## config.mk

```make
export PLATFORM = sky130hd
export DESIGN_NAME = deser_strap_config
export DESIGN_NICKNAME = d
export VERILOG_FILES = /design/src/core/deser_cfg_pkg.sv /design/src/core/ctrl_shaper.sv /design/src/core/deser_strap_config.sv
export SDC_FILE = /design/constraint.sdc
export NUM_CORES = 1
export LEC_CHECK = 0
export ABC_AREA = 0
export BUFFER_PORTS_ARGS = -buffer_cell sky130_fd_sc_hd__buf_2
export CORE_ASPECT_RATIO = 1.2
export CORE_UTILIZATION = 48
export DETAILED_ROUTE_END_ITERATION = 10
export PLACE_DENSITY = 0.72
export SYNTH_ARGS = -nofsm -noshare
export SYNTH_HDL_FRONTEND = slang
export SYNTH_SLANG_ARGS = --single-unit
```

## constraint.sdc

```tcl
create_clock -name clk_i -period 2.14 [get_ports clk_i]
set_input_delay 0.107 -clock clk_i [delete_from_list [all_inputs] [get_ports clk_i]]
set_output_delay 0.107 -clock clk_i [all_outputs]
set_load 0.005 [all_outputs]
```

## src/core/deser_cfg_pkg.sv

```systemverilog
package deser_cfg_pkg;
   localparam int DATA_W = 24;
   localparam int CTRL_W = 3;
   // Strap positions on the shared data pins
   localparam int POS_COMPAT_LO = 23;
   localparam int POS_COMPAT_HI = 22;
   localparam int POS_SLEW_CLK = 21;
   localparam int POS_LOW_BAND = 20;
   localparam int POS_SLEW_DATA = 19;
   localparam int POS_SLEEP_SEL = 18;
   localparam int POS_EQ_LO = 12;
   localparam int POS_MAP_LO = 0;
   // Control filter and transition limits
   localparam int FILTER_MIN_CLKS = 3;
   localparam int WINDOW_CLKS = 130;
   localparam int MAX_TRANS_FIRST = 2;
   localparam int MAX_TRANS_THIRD = 1;
   // Power-up strap sampling time
   localparam int CLK_PERIOD_NS = 50;
   localparam int STRAP_TIME_NS = 1000;
   localparam int STRAP_CLKS = (STRAP_TIME_NS + CLK_PERIOD_NS - 1) / CLK_PERIOD_NS;
   localparam logic [1:0] COMPAT_NOFILT = 2'h0;
   localparam logic [1:0] COMPAT_FILT = 2'h1;
   localparam logic [1:0] COMPAT_LEG_A = 2'h2;
   localparam logic [1:0] COMPAT_LEG_B = 2'h3;
   localparam logic [1:0] MAP_DEFAULT = 2'h0;
   typedef enum logic [1:0] {MODE_CURRENT, MODE_LEGACY_A, MODE_LEGACY_B} compat_mode_t;
   typedef enum {ST_TRISTATE, ST_SAMPLE, ST_RUN} pwr_state_t;
endpackage

```

## src/core/ctrl_shaper.sv

```systemverilog
`timescale 1ns/1ps
module ctrl_shaper
#(
   parameter int MAX_TRANS = 2
)
(
   input wire logic clk_i,
   input wire logic rst_n_i,
   input wire logic in_i,
   input wire logic filter_en_i,
   output logic out_o
);
   import deser_cfg_pkg::*;

   logic [1:0] run_reg, run_next;
   logic stable_reg, stable_next;
   logic out_reg, out_next;
   logic [7:0] win_reg, win_next;
   logic [1:0] cnt_reg, cnt_next;
   logic cand;

   always_comb
   begin
      run_next = run_reg;
      stable_next = stable_reg;
      out_next = out_reg;
      win_next = win_reg;
      cnt_next = cnt_reg;
      // Pulse must persist FILTER_MIN_CLKS clocks when filter on
      if (in_i != stable_reg)
      begin
         run_next = 2'h0;
         stable_next = in_i;
      end
      else if (run_reg != 2'(FILTER_MIN_CLKS - 1))
      begin
         run_next = run_reg + 2'h1;
      end
      cand = filter_en_i ? ((run_reg == 2'(FILTER_MIN_CLKS - 1)) ? stable_reg : out_reg)
                         : in_i;
      if (win_reg != 8'h00)
      begin
         win_next = win_reg - 8'h01;
      end
      else
      begin
         cnt_next = 2'h0;
      end
      if (cand != out_reg && (win_reg == 8'h00 || cnt_reg < 2'(MAX_TRANS)))
      begin
         out_next = cand;
         if (win_reg == 8'h00)
         begin
            win_next = 8'(WINDOW_CLKS - 1);
            cnt_next = 2'h1;
         end
         else
         begin
            cnt_next = cnt_reg + 2'h1;
         end
      end
   end

   always_ff @(posedge clk_i or negedge rst_n_i)
   begin
      if (!rst_n_i)
      begin
         run_reg <= 2'h0;
         stable_reg <= 1'b0;
         out_reg <= 1'b0;
         win_reg <= 8'h00;
         cnt_reg <= 2'h0;
      end
      else
      begin
         run_reg <= run_next;
         stable_reg <= stable_next;
         out_reg <= out_next;
         win_reg <= win_next;
         cnt_reg <= cnt_next;
      end
   end

   assign out_o = out_reg;

   a_trans_limit: assert property (@(posedge clk_i) disable iff (!rst_n_i)
      (win_reg != 8'h00) |-> (cnt_reg <= 2'(MAX_TRANS)))
      else $error("control transition limit exceeded");
endmodule

```

## src/core/deser_strap_config.sv

```systemverilog
`timescale 1ns/1ps
module deser_strap_config
(
   input wire logic clk_i,
   input wire logic rst_n_i,
   input wire logic [deser_cfg_pkg::DATA_W-1:0] data_pins_i,
   input wire logic pll_locked_i,
   input wire logic [deser_cfg_pkg::DATA_W-1:0] rx_data_i,
   input wire logic [deser_cfg_pkg::CTRL_W-1:0] rx_ctrl_i,
   input wire logic rx_clk_phase_i,
   input wire logic self_test_i,
   input wire logic payload_error_i,
   input wire logic spread_enable_i,
   input wire logic reg_write_i,
   input wire logic [3:0] reg_eq_i,
   input wire logic reg_low_band_i,
   input wire logic reg_slew_clk_i,
   input wire logic reg_slew_data_i,
   input wire logic reg_sleep_sel_i,
   input wire logic [1:0] reg_map_i,
   input wire logic reg_hold_low_i,
   input wire logic hold_release_i,
   input wire logic hold_low_strap_i,
   output logic [deser_cfg_pkg::DATA_W-1:0] data_o,
   output logic [deser_cfg_pkg::DATA_W-1:0] data_oe_o,
   output logic control_out_first_o,
   output logic control_out_second_o,
   output logic control_out_third_o,
   output logic control_oe_o,
   output logic recovered_pixel_clock_o,
   output logic clock_oe_o,
   output logic lock_o,
   output logic pass_o,
   output logic pass_oe_o,
   output logic [3:0] rx_equalizer_setting_o,
   output logic spread_low_band_o,
   output logic clock_out_slew_select_o,
   output logic data_out_slew_select_o,
   output logic [1:0] map_select_o,
   output logic filter_enable_o,
   output logic [1:0] compat_mode_o
);
   import deser_cfg_pkg::*;

   ////////////////////////////////////////////////////////////////////////////
   // Synchronisers for pins
   logic [DATA_W-1:0] pins_s1_reg, pins_s2_reg;
   logic [1:0] lock_s_reg, err_s_reg, hls_s_reg;

   always_ff @(posedge clk_i or negedge rst_n_i)
   begin
      if (!rst_n_i)
      begin
         pins_s1_reg <= '0;
         pins_s2_reg <= '0;
         lock_s_reg <= 2'h0;
         err_s_reg <= 2'h0;
         hls_s_reg <= 2'h0;
      end
      else
      begin
         pins_s1_reg <= data_pins_i;
         pins_s2_reg <= pins_s1_reg;
         lock_s_reg <= {lock_s_reg[0], pll_locked_i};
         err_s_reg <= {err_s_reg[0], payload_error_i};
         hls_s_reg <= {hls_s_reg[0], hold_low_strap_i};
      end
   end

   ////////////////////////////////////////////////////////////////////////////
   // Power-up sequencing and strap capture
   pwr_state_t state_reg, state_next;
   logic [7:0] tmr_reg, tmr_next;
   logic [DATA_W-1:0] strap_reg, strap_next;
   logic hold_strap_reg, hold_strap_next;

   always_comb
   begin
      state_next = state_reg;
      tmr_next = tmr_reg;
      strap_next = strap_reg;
      hold_strap_next = hold_strap_reg;
      case (state_reg)
         ST_TRISTATE:
         begin
            state_next = ST_SAMPLE;
            tmr_next = 8'h00;
         end
         ST_SAMPLE:
         begin
            tmr_next = tmr_reg + 8'h01;
            if (tmr_reg == 8'(STRAP_CLKS + 1))
            begin
               strap_next = pins_s2_reg;
               hold_strap_next = hls_s_reg[1];
               state_next = ST_RUN;
            end
         end
         ST_RUN:
         begin
            state_next = ST_RUN;
         end
         default:
         begin
            state_next = ST_TRISTATE;
         end
      endcase
   end

   always_ff @(posedge clk_i or negedge rst_n_i)
   begin
      if (!rst_n_i)
      begin
         state_reg <= ST_TRISTATE;
         tmr_reg <= 8'h00;
         strap_reg <= '0;
         hold_strap_reg <= 1'b0;
      end
      else
      begin
         state_reg <= state_next;
         tmr_reg <= tmr_next;
         strap_reg <= strap_next;
         hold_strap_reg <= hold_strap_next;
      end
   end

   ////////////////////////////////////////////////////////////////////////////
   // Register overrides
   logic ovr_reg, ovr_next;
   logic [3:0] r_eq_reg, r_eq_next;
   logic [5:0] r_bits_reg, r_bits_next;
   logic released_reg, released_next;

   always_comb
   begin
      ovr_next = ovr_reg;
      r_eq_next = r_eq_reg;
      r_bits_next = r_bits_reg;
      released_next = released_reg | hold_release_i;
      if (reg_write_i)
      begin
         ovr_next = 1'b1;
         r_eq_next = reg_eq_i;
         r_bits_next = {reg_map_i, reg_low_band_i, reg_slew_clk_i, reg_slew_data_i,
                        reg_sleep_sel_i};
      end
   end

   always_ff @(posedge clk_i or negedge rst_n_i)
   begin
      if (!rst_n_i)
      begin
         ovr_reg <= 1'b0;
         r_eq_reg <= 4'h0;
         r_bits_reg <= {MAP_DEFAULT, 4'h0};
         released_reg <= 1'b0;
      end
      else
      begin
         ovr_reg <= ovr_next;
         r_eq_reg <= r_eq_next;
         r_bits_reg <= r_bits_next;
         released_reg <= released_next;
      end
   end

   ////////////////////////////////////////////////////////////////////////////
   // Effective configuration
   logic [1:0] compat;
   logic filt_en;
   logic hold_low;
   logic sleep_sel;

   always_comb
   begin
      compat = {strap_reg[POS_COMPAT_HI], strap_reg[POS_COMPAT_LO]};
      filt_en = (compat == COMPAT_FILT);
      hold_low = ovr_reg ? reg_hold_low_i : hold_strap_reg;
      sleep_sel = ovr_reg ? r_bits_reg[0] : strap_reg[POS_SLEEP_SEL];
   end

   ////////////////////////////////////////////////////////////////////////////
   // Control shaping
   logic [CTRL_W-1:0] ctrl_sh;

   ctrl_shaper #(.MAX_TRANS(MAX_TRANS_FIRST)) u_sh1 (.clk_i(clk_i), .rst_n_i(rst_n_i),
      .in_i(rx_ctrl_i[0]), .filter_en_i(filt_en), .out_o(ctrl_sh[0]));
   ctrl_shaper #(.MAX_TRANS(MAX_TRANS_FIRST)) u_sh2 (.clk_i(clk_i), .rst_n_i(rst_n_i),
      .in_i(rx_ctrl_i[1]), .filter_en_i(filt_en), .out_o(ctrl_sh[1]));
   ctrl_shaper #(.MAX_TRANS(MAX_TRANS_THIRD)) u_sh3 (.clk_i(clk_i), .rst_n_i(rst_n_i),
      .in_i(rx_ctrl_i[2]), .filter_en_i(1'b0), .out_o(ctrl_sh[2]));

   ////////////////////////////////////////////////////////////////////////////
   // Output gating
   logic [DATA_W-1:0] d_next, doe_next;
   logic [CTRL_W-1:0] c_next;
   logic ck_next, oe_next, lock_next, pass_next, run;

   always_comb
   begin
      run = (state_reg == ST_RUN);
      lock_next = run & lock_s_reg[1];
      oe_next = run;
      d_next = '0;
      c_next = '0;
      ck_next = 1'b0;
      doe_next = run ? '1 : '0;
      if (run && lock_s_reg[1] && !(hold_low && !released_reg))
      begin
         d_next = rx_data_i;
         c_next = ctrl_sh;
         ck_next = rx_clk_phase_i;
      end
      else if (run && !lock_s_reg[1] && sleep_sel && !hold_low)
      begin
         d_next = '1;
         c_next = '1;
         ck_next = 1'b1;
      end
      // Pass drops on error and stays low; high outside self-test
      pass_next = !self_test_i ? 1'b1 : (pass_o & ~err_s_reg[1]);
   end

   always_ff @(posedge clk_i or negedge rst_n_i)
   begin
      if (!rst_n_i)
      begin
         data_o <= '0;
         data_oe_o <= '0;
         control_out_first_o <= 1'b0;
         control_out_second_o <= 1'b0;
         control_out_third_o <= 1'b0;
         control_oe_o <= 1'b0;
         recovered_pixel_clock_o <= 1'b0;
         clock_oe_o <= 1'b0;
         lock_o <= 1'b0;
         pass_o <= 1'b1;
         pass_oe_o <= 1'b0;
         rx_equalizer_setting_o <= 4'h0;
         spread_low_band_o <= 1'b0;
         clock_out_slew_select_o <= 1'b0;
         data_out_slew_select_o <= 1'b0;
         map_select_o <= MAP_DEFAULT;
         filter_enable_o <= 1'b0;
         compat_mode_o <= 2'h0;
      end
      else
      begin
         data_o <= d_next;
         data_oe_o <= doe_next;
         control_out_first_o <= c_next[0];
         control_out_second_o <= c_next[1];
         control_out_third_o <= c_next[2];
         control_oe_o <= oe_next;
         recovered_pixel_clock_o <= ck_next;
         clock_oe_o <= oe_next;
         lock_o <= lock_next;
         pass_o <= pass_next;
         pass_oe_o <= oe_next;
         rx_equalizer_setting_o <= ovr_reg ? r_eq_reg : strap_reg[POS_EQ_LO +: 4];
         spread_low_band_o <= spread_enable_i &
            (ovr_reg ? r_bits_reg[3] : strap_reg[POS_LOW_BAND]);
         clock_out_slew_select_o <= ovr_reg ? r_bits_reg[2] : strap_reg[POS_SLEW_CLK];
         data_out_slew_select_o <= ovr_reg ? r_bits_reg[1] : strap_reg[POS_SLEW_DATA];
         map_select_o <= ovr_reg ? r_bits_reg[5:4] : strap_reg[POS_MAP_LO +: 2];
         filter_enable_o <= filt_en;
         compat_mode_o <= (compat == COMPAT_LEG_A) ? 2'(MODE_LEGACY_A) :
                          (compat == COMPAT_LEG_B) ? 2'(MODE_LEGACY_B) :
                          2'(MODE_CURRENT);
      end
   end

   ////////////////////////////////////////////////////////////////////////////
   // Checks
   a_tristate_early: assert property (@(posedge clk_i) disable iff (!rst_n_i)
      (state_reg != ST_RUN) |=> !data_oe_o[0] && !clock_oe_o)
      else $error("outputs driven before power-up done");
   a_lock_follows: assert property (@(posedge clk_i) disable iff (!rst_n_i)
      (run && lock_s_reg[1]) |=> lock_o)
      else $error("lock output missed");
   a_pass_sticky: assert property (@(posedge clk_i) disable iff (!rst_n_i)
      (self_test_i && err_s_reg[1]) ##1 self_test_i |=> !pass_o)
      else $error("pass stayed high after error");
   a_hold_low: assert property (@(posedge clk_i) disable iff (!rst_n_i)
      (hold_low && !released_reg) |=> (data_o == '0) && !recovered_pixel_clock_o)
      else $error("outputs not held low");
   a_strap_frozen: assert property (@(posedge clk_i) disable iff (!rst_n_i)
      (state_reg == ST_RUN) |=> $stable(strap_reg))
      else $error("strap changed after power-up");
   a_filter_code: assert property (@(posedge clk_i) disable iff (!rst_n_i)
      filter_enable_o |-> $past(compat) == COMPAT_FILT)
      else $error("filter enable mismatch");
   a_low_band_gate: assert property (@(posedge clk_i) disable iff (!rst_n_i)
      !$past(spread_enable_i) |-> !spread_low_band_o)
      else $error("low band active without spreading");
   a_unlock_sleep: assert property (@(posedge clk_i) disable iff (!rst_n_i)
      (run && !lock_s_reg[1] && !sleep_sel) |=> (data_o == '0))
      else $error("unlocked outputs not at sleep state");
endmodule

```

Word-level counts from Yosys, hierarchy flattened. Cells that the tools add are included. W data, S select, Z words.

Equality and inequality tests: 20. Add/subtract/negate cells: 9. Reductions and logical operators: 27. $lt $le $gt $ge: 3. Bitwise gates (word level): 5. Mux-type cells: 46.

Operators by type and width (number): $pmux W32 S3 (1); $mux W24 (3); $mux W8 (9); $eq A32 B1 Y1 const B (1); $eq A32 B2 Y1 const B (1); $eq A32 B3 Y1 const B (1); $logic_not A32 Y1 (1); $mux W2 (16); $mux W32 (1); $logic_not A8 Y1 (3); $reduce_bool A8 Y1 (3); $sub A8 B1 Y8 const B (3); $pmux W8 S2 (1); $mux W1 (12); $ne A2 B2 Y1 const B (6); $add A2 B1 Y2 const B (5); $logic_and A1 B1 Y1 (9); $add A8 B1 Y8 const B (1); $eq A2 B2 Y1 const B (4); $eq A8 B5 Y1 const B (1); $mux W3 (2); $reduce_bool A2 Y1 (3); $ne A1 B1 Y1 (5); $logic_not A1 Y1 (4); other kinds (9) (14).

Register bits: 237. Output and inout port bits: 69. Word-level logic and storage cells: 152. Bits of input ports: 72.

Depth between registers and ports, before layout. Gate-level depths: netlist of run 1.

Word-level depth: 6. Mapped depth: 10.

Hierarchy. A second synthesis of run 1 with hierarchy kept.

Cell total of the unflattened synthesis: 491. Area, all modules: 6259.8 um2.

By module, submodules not included: deser_strap_config (sequential area each 2703.8 um2, area an instance 4012.6 um2, times used 1, cells each 269); ctrl_shaper (u_sh1 ...) (sequential area each 350.3 um2, area an instance 745.7 um2, times used 2, cells each 74); ctrl_shaper (u_sh3) (sequential area each 350.3 um2, area an instance 755.7 um2, times used 1, cells each 74).

Worst setup path after synthesis of run 1. No wires, ideal clock.

Path type: register to register. From: register u_sh3.win_reg[0]. To: register u_sh3.win_reg[0]. Stages on the path, launching flop included: 11. Required time: 2.015 ns. Setup slack: 0.160 ns. Data arrival time: 1.854 ns. Setup time: 0.125 ns. Cells stage by stage: dfrtp_1 -> inv_1 -> ha_1 -> or3b_1 -> clkbuf_1 -> nor3b_2 -> buf_2 -> inv_1 -> ha_1 -> inv_1 -> mux2i_1.

Word-level cells in the longest chain between the ends: 4. Elaborated cells between the ends (all ways): 8. Classes of those cells: 1 x add/sub; 3 x mux; 4 x reduce/logical.

RTL lines: start, declared (line ctrl_shaper.sv:18) `logic [7:0] win_reg, win_next;`; start signal, assigned (line ctrl_shaper.sv:79) `win_reg <= win_next;`; $sub A8 B1 Y8, or another cell as far along (line ctrl_shaper.sv:43) `win_next = win_reg - 8'h01;`; $mux W8 or $logic_or A1 B1 Y1 (tied branches) (line ctrl_shaper.sv:41, ctrl_shaper.sv:49); $mux W8 or $logic_and A1 B1 Y1 (tied branches) (line ctrl_shaper.sv:52, ctrl_shaper.sv:49); $mux W8 (*) (line ctrl_shaper.sv:49) `if (cand != out_reg && (win_reg == 8'h00 || cnt_reg < 2'(MAX_TRANS)))`; net u_sh3.win_next[0] (line ctrl_shaper.sv:18).

Mark *: on every way through the listed nets, which the timed path passes. The rest lies on a longest branch. A chain may end at the register's enable or synchronous reset.

Worst setup path in the final report of run 1.
From: register u_sh1.win_reg[1]. To: register u_sh1.win_reg[0].

Word-level cells in the longest chain between the ends: 4. Elaborated cells between the ends (all ways): 7. Classes of those cells: 3 x mux; 4 x reduce/logical.

RTL lines (line): start, declared (ctrl_shaper.sv:18); start signal, assigned (ctrl_shaper.sv:79); $reduce_bool A8 Y1 or $logic_not A8 Y1 (tied branches) (ctrl_shaper.sv:41, ctrl_shaper.sv:49, ctrl_shaper.sv:52); $mux W8 or $logic_or A1 B1 Y1 (tied branches) (ctrl_shaper.sv:41, ctrl_shaper.sv:49); $mux W8 or $logic_and A1 B1 Y1 (tied branches) (ctrl_shaper.sv:52, ctrl_shaper.sv:49); $mux W8 (*) (ctrl_shaper.sv:49); net u_sh1.win_next[0] (ctrl_shaper.sv:18).

Marks and branches as above.

==> run metrics, run 1 <==
vias in the first global route 4,257; Die Area 12,800 um^2; post-cts hold buffer count 57; flop2flop setup slack 130 ps; fraction of layout cells with a size suffix above 1 0.331; RSZ-0062 raised after global routing false; Cell Pwr Density 976 nW/um^2; share of async-settable or async-resettable flops after synthesis 1.00; post-synth top area share 0.615; Post-Layout Cell Count 817; GPL Wtd Cong 0.728; fin util 0.651; worst path required time 2470 ps; mapped cell area 5940 um^2; P_leak 3.82 nW; Final Max Tran Viols 0; FF-to-FF End u_sh1.win_reg[0]$_DFF_PN0_; clk_skew 10.5 ps; H-tree depth 4; sequential area share after synthesis 0.620; die height 124 um; Hold Crit Class in -> reg; Setup crit start kind flip-flop; Hold WS 164 ps; relative slew slack 0.554; routed wire length 11,900 um; drt via density 4.97; total grt overflow 0; Tcrit/Tclk final 0.940; most frequent cells after synthesis 146 x dfrtp_1, 34 x mux2_2, 30 x a21o_1; Post-synth EDFFs 0; Max Freq 497 MHz; dpl cells 728; I/O Pins 141; ranking of synthesized cells by area dfrtp_1 62%, mux2_2 6.4%, a21o_1 3.8%; Tot GR Track Use 0.199; largest net degree at the start of global routing 68; WL/cell 14.6 um; status finished, final reports clean; synthesized net count 555; Fin Setup TNS 0 ps; worst-case clock buffer depth 2; largest reg by FF count data_o; # diodes 0; Clock Pin Slew Worst Setup and Hold Paths 60 ps; Worst EP arrival 2340 ps; hold-critical path depth 2; CP Cell Sequence inv_1 > ha_1 > or4b_4 > nor2b_2 > inv_6 > ha_1 > inv_1 > mux2i_1; worst-skew pair later-pin latency 420 ps; Post-Synthesis Cells 469; slowest stage delay, CP 520 ps; clock tree from TritonCTS built; DR iter-0 viols 158; Slowest-stage cell, CP or4b_4; Layout area overhead 32.2%; Hold Startpoint reg_write_i; total CTS buffers 17; R2R cell count 8; total power draw 7.66 mW; most frequent cell after synthesis dfrtp_1; Finish-stage setup viols 0; max-cap violation count 0; Least-Margin Pin Slew 660 ps; row cnt 44; Die Width 104 um; Critical Path Sink Type flip-flop; Avg Cell Area, Syn 12.7 um^2; drt first pass iters 4; postcts setup bufs 0; clk sink count 147; hold endpoint ovr_reg$_DFFE_PN0P_; cts repair resizes 0; cell taking the most area after synthesis dfrtp_1; clk root buf clkbuf_16; FF+latch count, synth 147; worst vdd ir 0.553 mV; DRC violations left 0; Yosys cell types 52; via count 4,061; FF-to-FF Start u_sh1.win_reg[1]$_DFF_PN0_; first-pass GRT wire length 19,700 um; post-layout min period 2010 ps; initial antenna violation count 0; yosys warns 0; Routed Antenna Nets 0; Synth Flop Type dfrtp_1; hpwl dp 7300 um; Largest register FFs 24; Core Area 12,100 um^2; fin nets 729; Starting Density 0.492; Fin. Hold Viols 0; Setup CP Type reg -> reg; CP max FO 6; PortBufs 128
placed cells by master, fill, tap and decap left out, types with 4 or more instances in the layout:
master | Yosys | final
mux2i_1 | 13 | 13
dfrtp_1 | 146 | 146
nor2_1 | 20 | 20
nand3_1 | 8 | 8
nor3_1 | 8 | 8
ha_1 | 14 | 14
inv_6 | 1 | 5
a21o_1 | 30 | 30
xor2_1 | 5 | 5
buf_4 | 27 | 11
clkinv_4 | 0 | 4
o21a_1 | 4 | 4
bufinv_16 | 0 | 4
a21oi_1 | 16 | 16
o21ai_0 | 19 | 19
buf_2 | 4 | 127
nor2b_1 | 7 | 7
clkbuf_16 | 0 | 17
mux2_2 | 34 | 34
nand2_1 | 22 | 22
inv_1 | 22 | 22
dlygate4sd3_1 | 0 | 57
xnor2_1 | 7 | 7
nand2b_1 | 5 | 5
metal layers:
layer  vias up  part of all wire  wire [um]  GRT usage
met3        19             0.051        613     0.0549
met4         0             0.019        222     0.0833
met5         -                 0          0          0
met2       118              0.53       6320      0.363
li1       1937                 -          -          -
met1      1987              0.40       4790      0.220
worst max-delay path, delay by kind of cell (launching register included):
family / cells / cell delay [ps]
multiplexers: 1 / 130
flip-flops: 1 / 410
buffers and inverters: 3 / 170
AND/OR/NAND/NOR: 2 / 750
adder cells (fa/ha/maj): 2 / 460
worst max path at each step:
stage | startpoint | end | slack [ps]
6_report | u_sh1.win_reg[1]$_DFF_PN0_ | u_sh1.win_reg[0]$_DFF_PN0_ | 130
5_1_grt | u_sh1.win_reg[0]$_DFF_PN0_ | u_sh1.win_reg[0]$_DFF_PN0_ | 20
4_1_cts | u_sh1.win_reg[0]$_DFF_PN0_ | u_sh1.win_reg[0]$_DFF_PN0_ | 130
3_5_place_dp | u_sh1.win_reg[0]$_DFF_PN0_ | u_sh1.win_reg[0]$_DFF_PN0_ | 150
3_3_place_gp | u_sh1.win_reg[0]$_DFF_PN0_ | u_sh1.win_reg[0]$_DFF_PN0_ | 230
2_1_floorplan | u_sh3.win_reg[0]$_DFF_PN0_ | u_sh3.win_reg[0]$_DFF_PN0_ | 160
where the power goes:
group / leakage [nW] / total [mW] / internal [mW] / switching, mW
combinational: 1.76 / 1.15 / 0.595 / 0.560
sequential: 1.75 / 3.34 / 3.11 / 0.235
clock: 0.309 / 3.16 / 2.00 / 1.16
area by class of cell:
cell class	instances	area (um^2)
Fill cell	892	4210
Clock buffer	19	443
Sequential cell	147	3680
Inverter	23	91.3
Clock inverter	13	198
Tap cell	161	201
Timing Repair Buffer	198	1340
Multi-Input combinational cell	256	1900
logic make-up (layout without fill, tap and decap cells):
kind of cell,count (synthesis),in the layout,synth area share
AO/OA/AOI/OAI,90,90,0.102
XOR/XNOR,12,12,0.0177
adder cells (fa/ha/maj),14,14,0.0295
buffers and inverters,66,253,0.0617
flip-flops,147,147,0.620
multiplexers,47,47,0.0864
AND/OR/NAND/NOR,93,93,0.0832
metrics by stage:
| stage | instance area, um^2 | setup WS [ps] |
|---|---|---|
| after global placement | 6640 | 234 |
| after floorplan | 5940 | 160 |
| after detailed placement | 6640 | 153 |
| after global routing | 7850 | 22.2 |
| final | 7850 | 128 |
| after CTS | 7850 | 125 |
Note: power is estimated with default switching activity, not from simulation.
==> inputs of run 2 (changes only) <==
==> constraint.sdc (replaced) <==
create_clock -name clk_i -period 2.14 [get_ports clk_i]
set_input_delay 0.321 -clock clk_i [delete_from_list [all_inputs] [get_ports clk_i]]
set_output_delay 0.321 -clock clk_i [all_outputs]
set_load 0.005 [all_outputs]
==> run 2 against run 1 <==
Against the previous run: wire length decreased by 6.3%; utilization decreased by 4.7 points; sequential share of layout area increased by 3.7 points; final cell count decreased by 6.4%.
==> run metrics, run 2 (synthesis gave the netlist of run 1 again) <==
worst path required time 2470 ps; RSZ-0062 raised after global routing false; drt via density 5.03; Fin. Hold Viols 0; Max Freq 509 MHz; Multi-input gate area 1910 um^2; largest net degree at the start of global routing 46; max-cap violation count 0; I/O Pins 141; Clock Pin Slew Worst Setup and Hold Paths 60 ps; pre-CTS setup slack 114 ps; Tot GR Track Use 0.184; Setup CP Type reg -> reg; Fin Setup TNS 0 ps; clk_skew 8.75 ps; Routed Antenna Nets 0; Starting Density 0.492; clock tree from TritonCTS built; DRC violations left 0; Hold Crit Class in -> reg; Tcrit/Tclk final 0.918; Die Width 104 um; largest reg by FF count data_o; Core Area 12,100 um^2; most frequent cells in the layout 146 x dfrtp_1, 127 x buf_2, 34 x mux2_2, 30 x a21o_1; drt first pass iters 5; total CTS buffers 17; clk sink count 147; Least-Margin Pin Slew 622 ps; Setup crit start kind flip-flop; Largest register FFs 24; total grt overflow 0; H-tree depth 4; fin nets 678; vias in the first global route 3,830; Die Area 12,800 um^2; worst-case clock buffer depth 2; filler instances 963; first-pass GRT wire length 18,100 um; post-layout min period 1970 ps; total power draw 7.32 mW; postcts setup bufs 0; die height 124 um; DR iter-0 viols 192; worst-skew pair later-pin latency 410 ps; final setup margin 175 ps; WL/cell 14.6 um; CP max FO 6; most common cell after layout, fill and taps aside dfrtp_1; register area 3680 um^2; hpwl dp 7470 um; fraction of layout cells with a size suffix above 1 0.364; PortBufs 128; relative slew slack 0.580; P_leak 3.59 nW; Final Max Tran Viols 0; Cell Pwr Density 1010 nW/um^2; Layout area overhead 22.6%; Worst EP arrival 2300 ps; row cnt 44; worst vdd ir 0.640 mV; initial antenna violation count 0; Critical Path Sink Type flip-flop; routed wire length 11,200 um; via count 3,846; clk root buf clkbuf_16; GPL Wtd Cong 0.728; Finish-stage setup viols 0; status finished, final reports clean; # diodes 0
-- run 2: changes by cell type in the layout (fill, tap and decap cells not counted), sizes merged --
cell         previous run  this run
dlygate4sd3            57         4
clkinvlp                1         4
buf                   141       143
bufinv                  4         2
clkbuf                 19        18
clkinv                  4         3
-- run 2: critical path, cell delays in order (launching register included) --
cell and delay [ps]:
dfrtp_1 410, inv_1 70, ha_1 180, or4b_4 510
nor2b_2 230, inv_6 60, ha_1 270, inv_1 40
mux2i_1 120
-- run 2: metrics by stage --
step	area [um^2]	hold slack, ps	cells	util
2_1_floorplan	5940	25.4	469	-
3_3_place_gp	6640	281	730	0.551
3_5_place_dp	6640	284	730	0.551
4_1_cts	7250	0.510	763	0.601
5_1_grt	7280	0.723	765	0.604
6_report	7280	18.2	765	0.604
-- run 2: repair_timing --
item / in CTS / in global routing
endpoints found under the setup margin: 0 / 1
gates resized for setup: 0 / 2
endpoints found under the hold margin: 42 / 2
hold buffers: 2 / 2
-- run 2: cell type report --
class	instances	area share
clock inverters	13	0.0208
repair buffers	147	0.112
clock buffers	18	0.0603
well taps	161	0.0277
flip-flops and latches	147	0.505
inverters	23	0.0125
multi-input cells	256	0.262
-- run 2: worst paths after layout --
check,start,end,slack (ps),depth (start not counted)
hold reg to reg,hls_s_reg[0]$_DFF_PN0_,hls_s_reg[1]$_DFF_PN0_,350,0
max in group asynchronous,rst_n_i,pins_s2_reg[22]$_DFF_PN0_,1070,3
min in group asynchronous,rst_n_i,u_sh1.win_reg[3]$_DFF_PN0_,400,2
setup / recovery,u_sh1.win_reg[0]$_DFF_PN0_,u_sh1.win_reg[0]$_DFF_PN0_,170,8
setup reg to reg,u_sh1.win_reg[0]$_DFF_PN0_,u_sh1.win_reg[0]$_DFF_PN0_,170,8
hold / removal,data_pins_i[15],pins_s1_reg[15]$_DFF_PN0_,20,1
-- run 2: routing by layer --
| metal | wire length (um) | vias to the layer above | global-route usage |
|---|---|---|---|
| met1 | 4700 | 1892 | 0.217 |
| met5 | 0 | - | 0 |
| li1 | - | 1836 | - |
| met4 | 59 | 0 | 0.0815 |
| met2 | 5780 | 114 | 0.316 |
| met3 | 656 | 4 | 0.0539 |
-- run 2: where the power goes --
| group | total [mW] | switching, mW | internal (mW) |
|---|---|---|---|
| combinational | 1.08 | 0.540 | 0.536 |
| clock | 2.90 | 1.15 | 1.76 |
| sequential | 3.34 | 0.232 | 3.11 |
==> inputs of run 3 (changes only) <==
==> constraint.sdc (replaced) <==
create_clock -name clk_i -period 2.14 [get_ports clk_i]
set_input_delay 0.214 -clock clk_i [delete_from_list [all_inputs] [get_ports clk_i]]
set_output_delay 0.214 -clock clk_i [all_outputs]
set_load 0.005 [all_outputs]
==> run 3 against run 2 <==
Against the previous run: global-route usage is 0.11 points lower; die area stayed put; sequential power hardly changed; critical endpoint is now u_sh3.out_o$_DFFE_PN0P_; count of clock-buffer cells in the layout is 1 higher; power is 0.56% higher; via count is 4.3% higher; largest cell class unchanged; clock skew is 1.9 ps higher; final area is 5.3% higher; utilization is 3.2 points higher; maximum frequency is 1.6% lower; setup slack worse by 32 ps; sequential cell count stayed put.
==> run metrics, run 3 (synthesis gave the netlist of run 1 again) <==
status finished, final reports clean; Core Area 12,100 um^2; # diodes 0; Clock Pin Slew Worst Setup and Hold Paths 60 ps; Tot GR Track Use 0.183; Fin Setup TNS 0 ps; worst-skew pair later-pin latency 410 ps; Die Area 12,800 um^2; CP max FO 6; PortBufs 128; Worst EP arrival 2290 ps; Starting Density 0.492; final instance area 7660 um^2; GPL Wtd Cong 0.752; vias in the first global route 3,985; I/O Pins 141; RSZ-0062 raised after global routing false; Least-Margin Pin Slew 629 ps; H-tree depth 4; Layout area overhead 29.1%; routed wire length 11,100 um; drt first pass iters 8; Multi-input gate area 1900 um^2; DRC violations left 0; largest reg by FF count data_o; Setup CP Type reg -> reg; total CTS buffers 17; Routed Antenna Nets 0; clk sink count 147; most frequent cells in the layout 146 x dfrtp_1, 127 x buf_2, 41 x dlygate4sd3_1, 34 x mux2_2, 30 x a21o_1; register area 3680 um^2; die height 124 um; first-pass GRT wire length 18,300 um; fraction of layout cells with a size suffix above 1 0.340; fin nets 714; Fin. Hold Viols 0; post-layout min period 2000 ps; dpl cells 728; fin util 0.636; max-cap violation count 0; Tcrit/Tclk final 0.934; row cnt 44; worst vdd ir 0.671 mV; Post-Layout Cell Count 802; clk_skew 10.7 ps; Max Freq 501 MHz; Die Width 104 um; Critical Path Sink Type flip-flop; DP Area 6650 um^2; Final Max Tran Viols 0; P_leak 3.76 nW; worst-case clock buffer depth 2; Largest register FFs 24; DR iter-0 viols 128; WL/cell 13.8 um; worst path required time 2440 ps; most common cell after layout, fill and taps aside dfrtp_1; filler instances 901; Finish-stage setup viols 0; largest net degree at the start of global routing 54; relative slew slack 0.575; Setup crit start kind flip-flop; Hold Crit Class in -> reg; clock tree from TritonCTS built; Cell Pwr Density 960 nW/um^2; via count 4,012; hpwl dp 7360 um; initial antenna violation count 0; clk root buf clkbuf_16; total grt overflow 0; drt via density 5.00
-- run 3: area by class of cell --
| cell class | instances | share of cell area |
|---|---|---|
| timing repair buffer | 183 | 0.157 |
| multi-input combinational | 256 | 0.248 |
| tap | 161 | 0.0263 |
| sequential | 147 | 0.480 |
| clock inverter | 13 | 0.0191 |
| clock buffer | 19 | 0.0578 |
| inverter | 23 | 0.0119 |
-- run 3: stage by stage --
| step | worst slack (ps) | hold WS (ps) | total power, mW |
|---|---|---|---|
| after floorplan | 160 | -81.6 | 4.04 |
| after global placement | 181 | 183 | 4.35 |
| after detailed placement | 63.8 | 188 | 4.44 |
| after CTS | 52.0 | 2.01 | 7.44 |
| after global routing | 0.158 | 2.86 | 7.74 |
| final | 142 | 19.9 | 7.36 |
-- run 3: routing by layer --
layer / GRT usage / vias up / routed length (um)
met5: 0 / - / 0
met4: 0.0770 / 0 / 121
met3: 0.0487 / 11 / 543
met2: 0.322 / 120 / 5830
met1: 0.214 / 1970 / 4580
li1: - / 1911 / -
-- run 3: critical path: stages, from the launching register on --
cell	delay [ps]
dfrtp_1	410
inv_1	80
ha_1	180
or3b_1	480
nor3b_4	270
buf_4	160
nor2_1	40
mux2_2	260
-- run 3: path summary, 6_finish.rpt --
kind | from | end | slack (ps) | depth (start not counted)
hold reg to reg | pins_s1_reg[19]$_DFF_PN0_ | pins_s2_reg[19]$_DFF_PN0_ | 350 | 0
max in group asynchronous | rst_n_i | pass_o$_DFF_PN1_ | 1160 | 3
setup / recovery | u_sh3.win_reg[0]$_DFF_PN0_ | u_sh3.out_o$_DFFE_PN0P_ | 140 | 7
setup reg to reg | u_sh3.win_reg[0]$_DFF_PN0_ | u_sh3.out_o$_DFFE_PN0P_ | 140 | 7
hold / removal | rx_data_i[0] | data_o[0]$_DFF_PN0_ | 20 | 2
min in group asynchronous | rst_n_i | u_sh1.win_reg[5]$_DFF_PN0_ | 320 | 2
-- run 3: where the power goes --
| part | switching (mW) | internal [mW] | total, mW |
|---|---|---|---|
| sequential | 0.227 | 3.11 | 3.33 |
| clock | 1.16 | 1.77 | 2.93 |
| combinational | 0.523 | 0.577 | 1.10 |
-- run 3: timing repair --
action | 4_1_cts | 5_1_grt
setup endpoints to repair | 0 | 1
buffers inserted | 0 | 1
hold endpoints to repair | 84 | 2
gates resized for setup | 0 | 1
hold buffers | 39 | 2
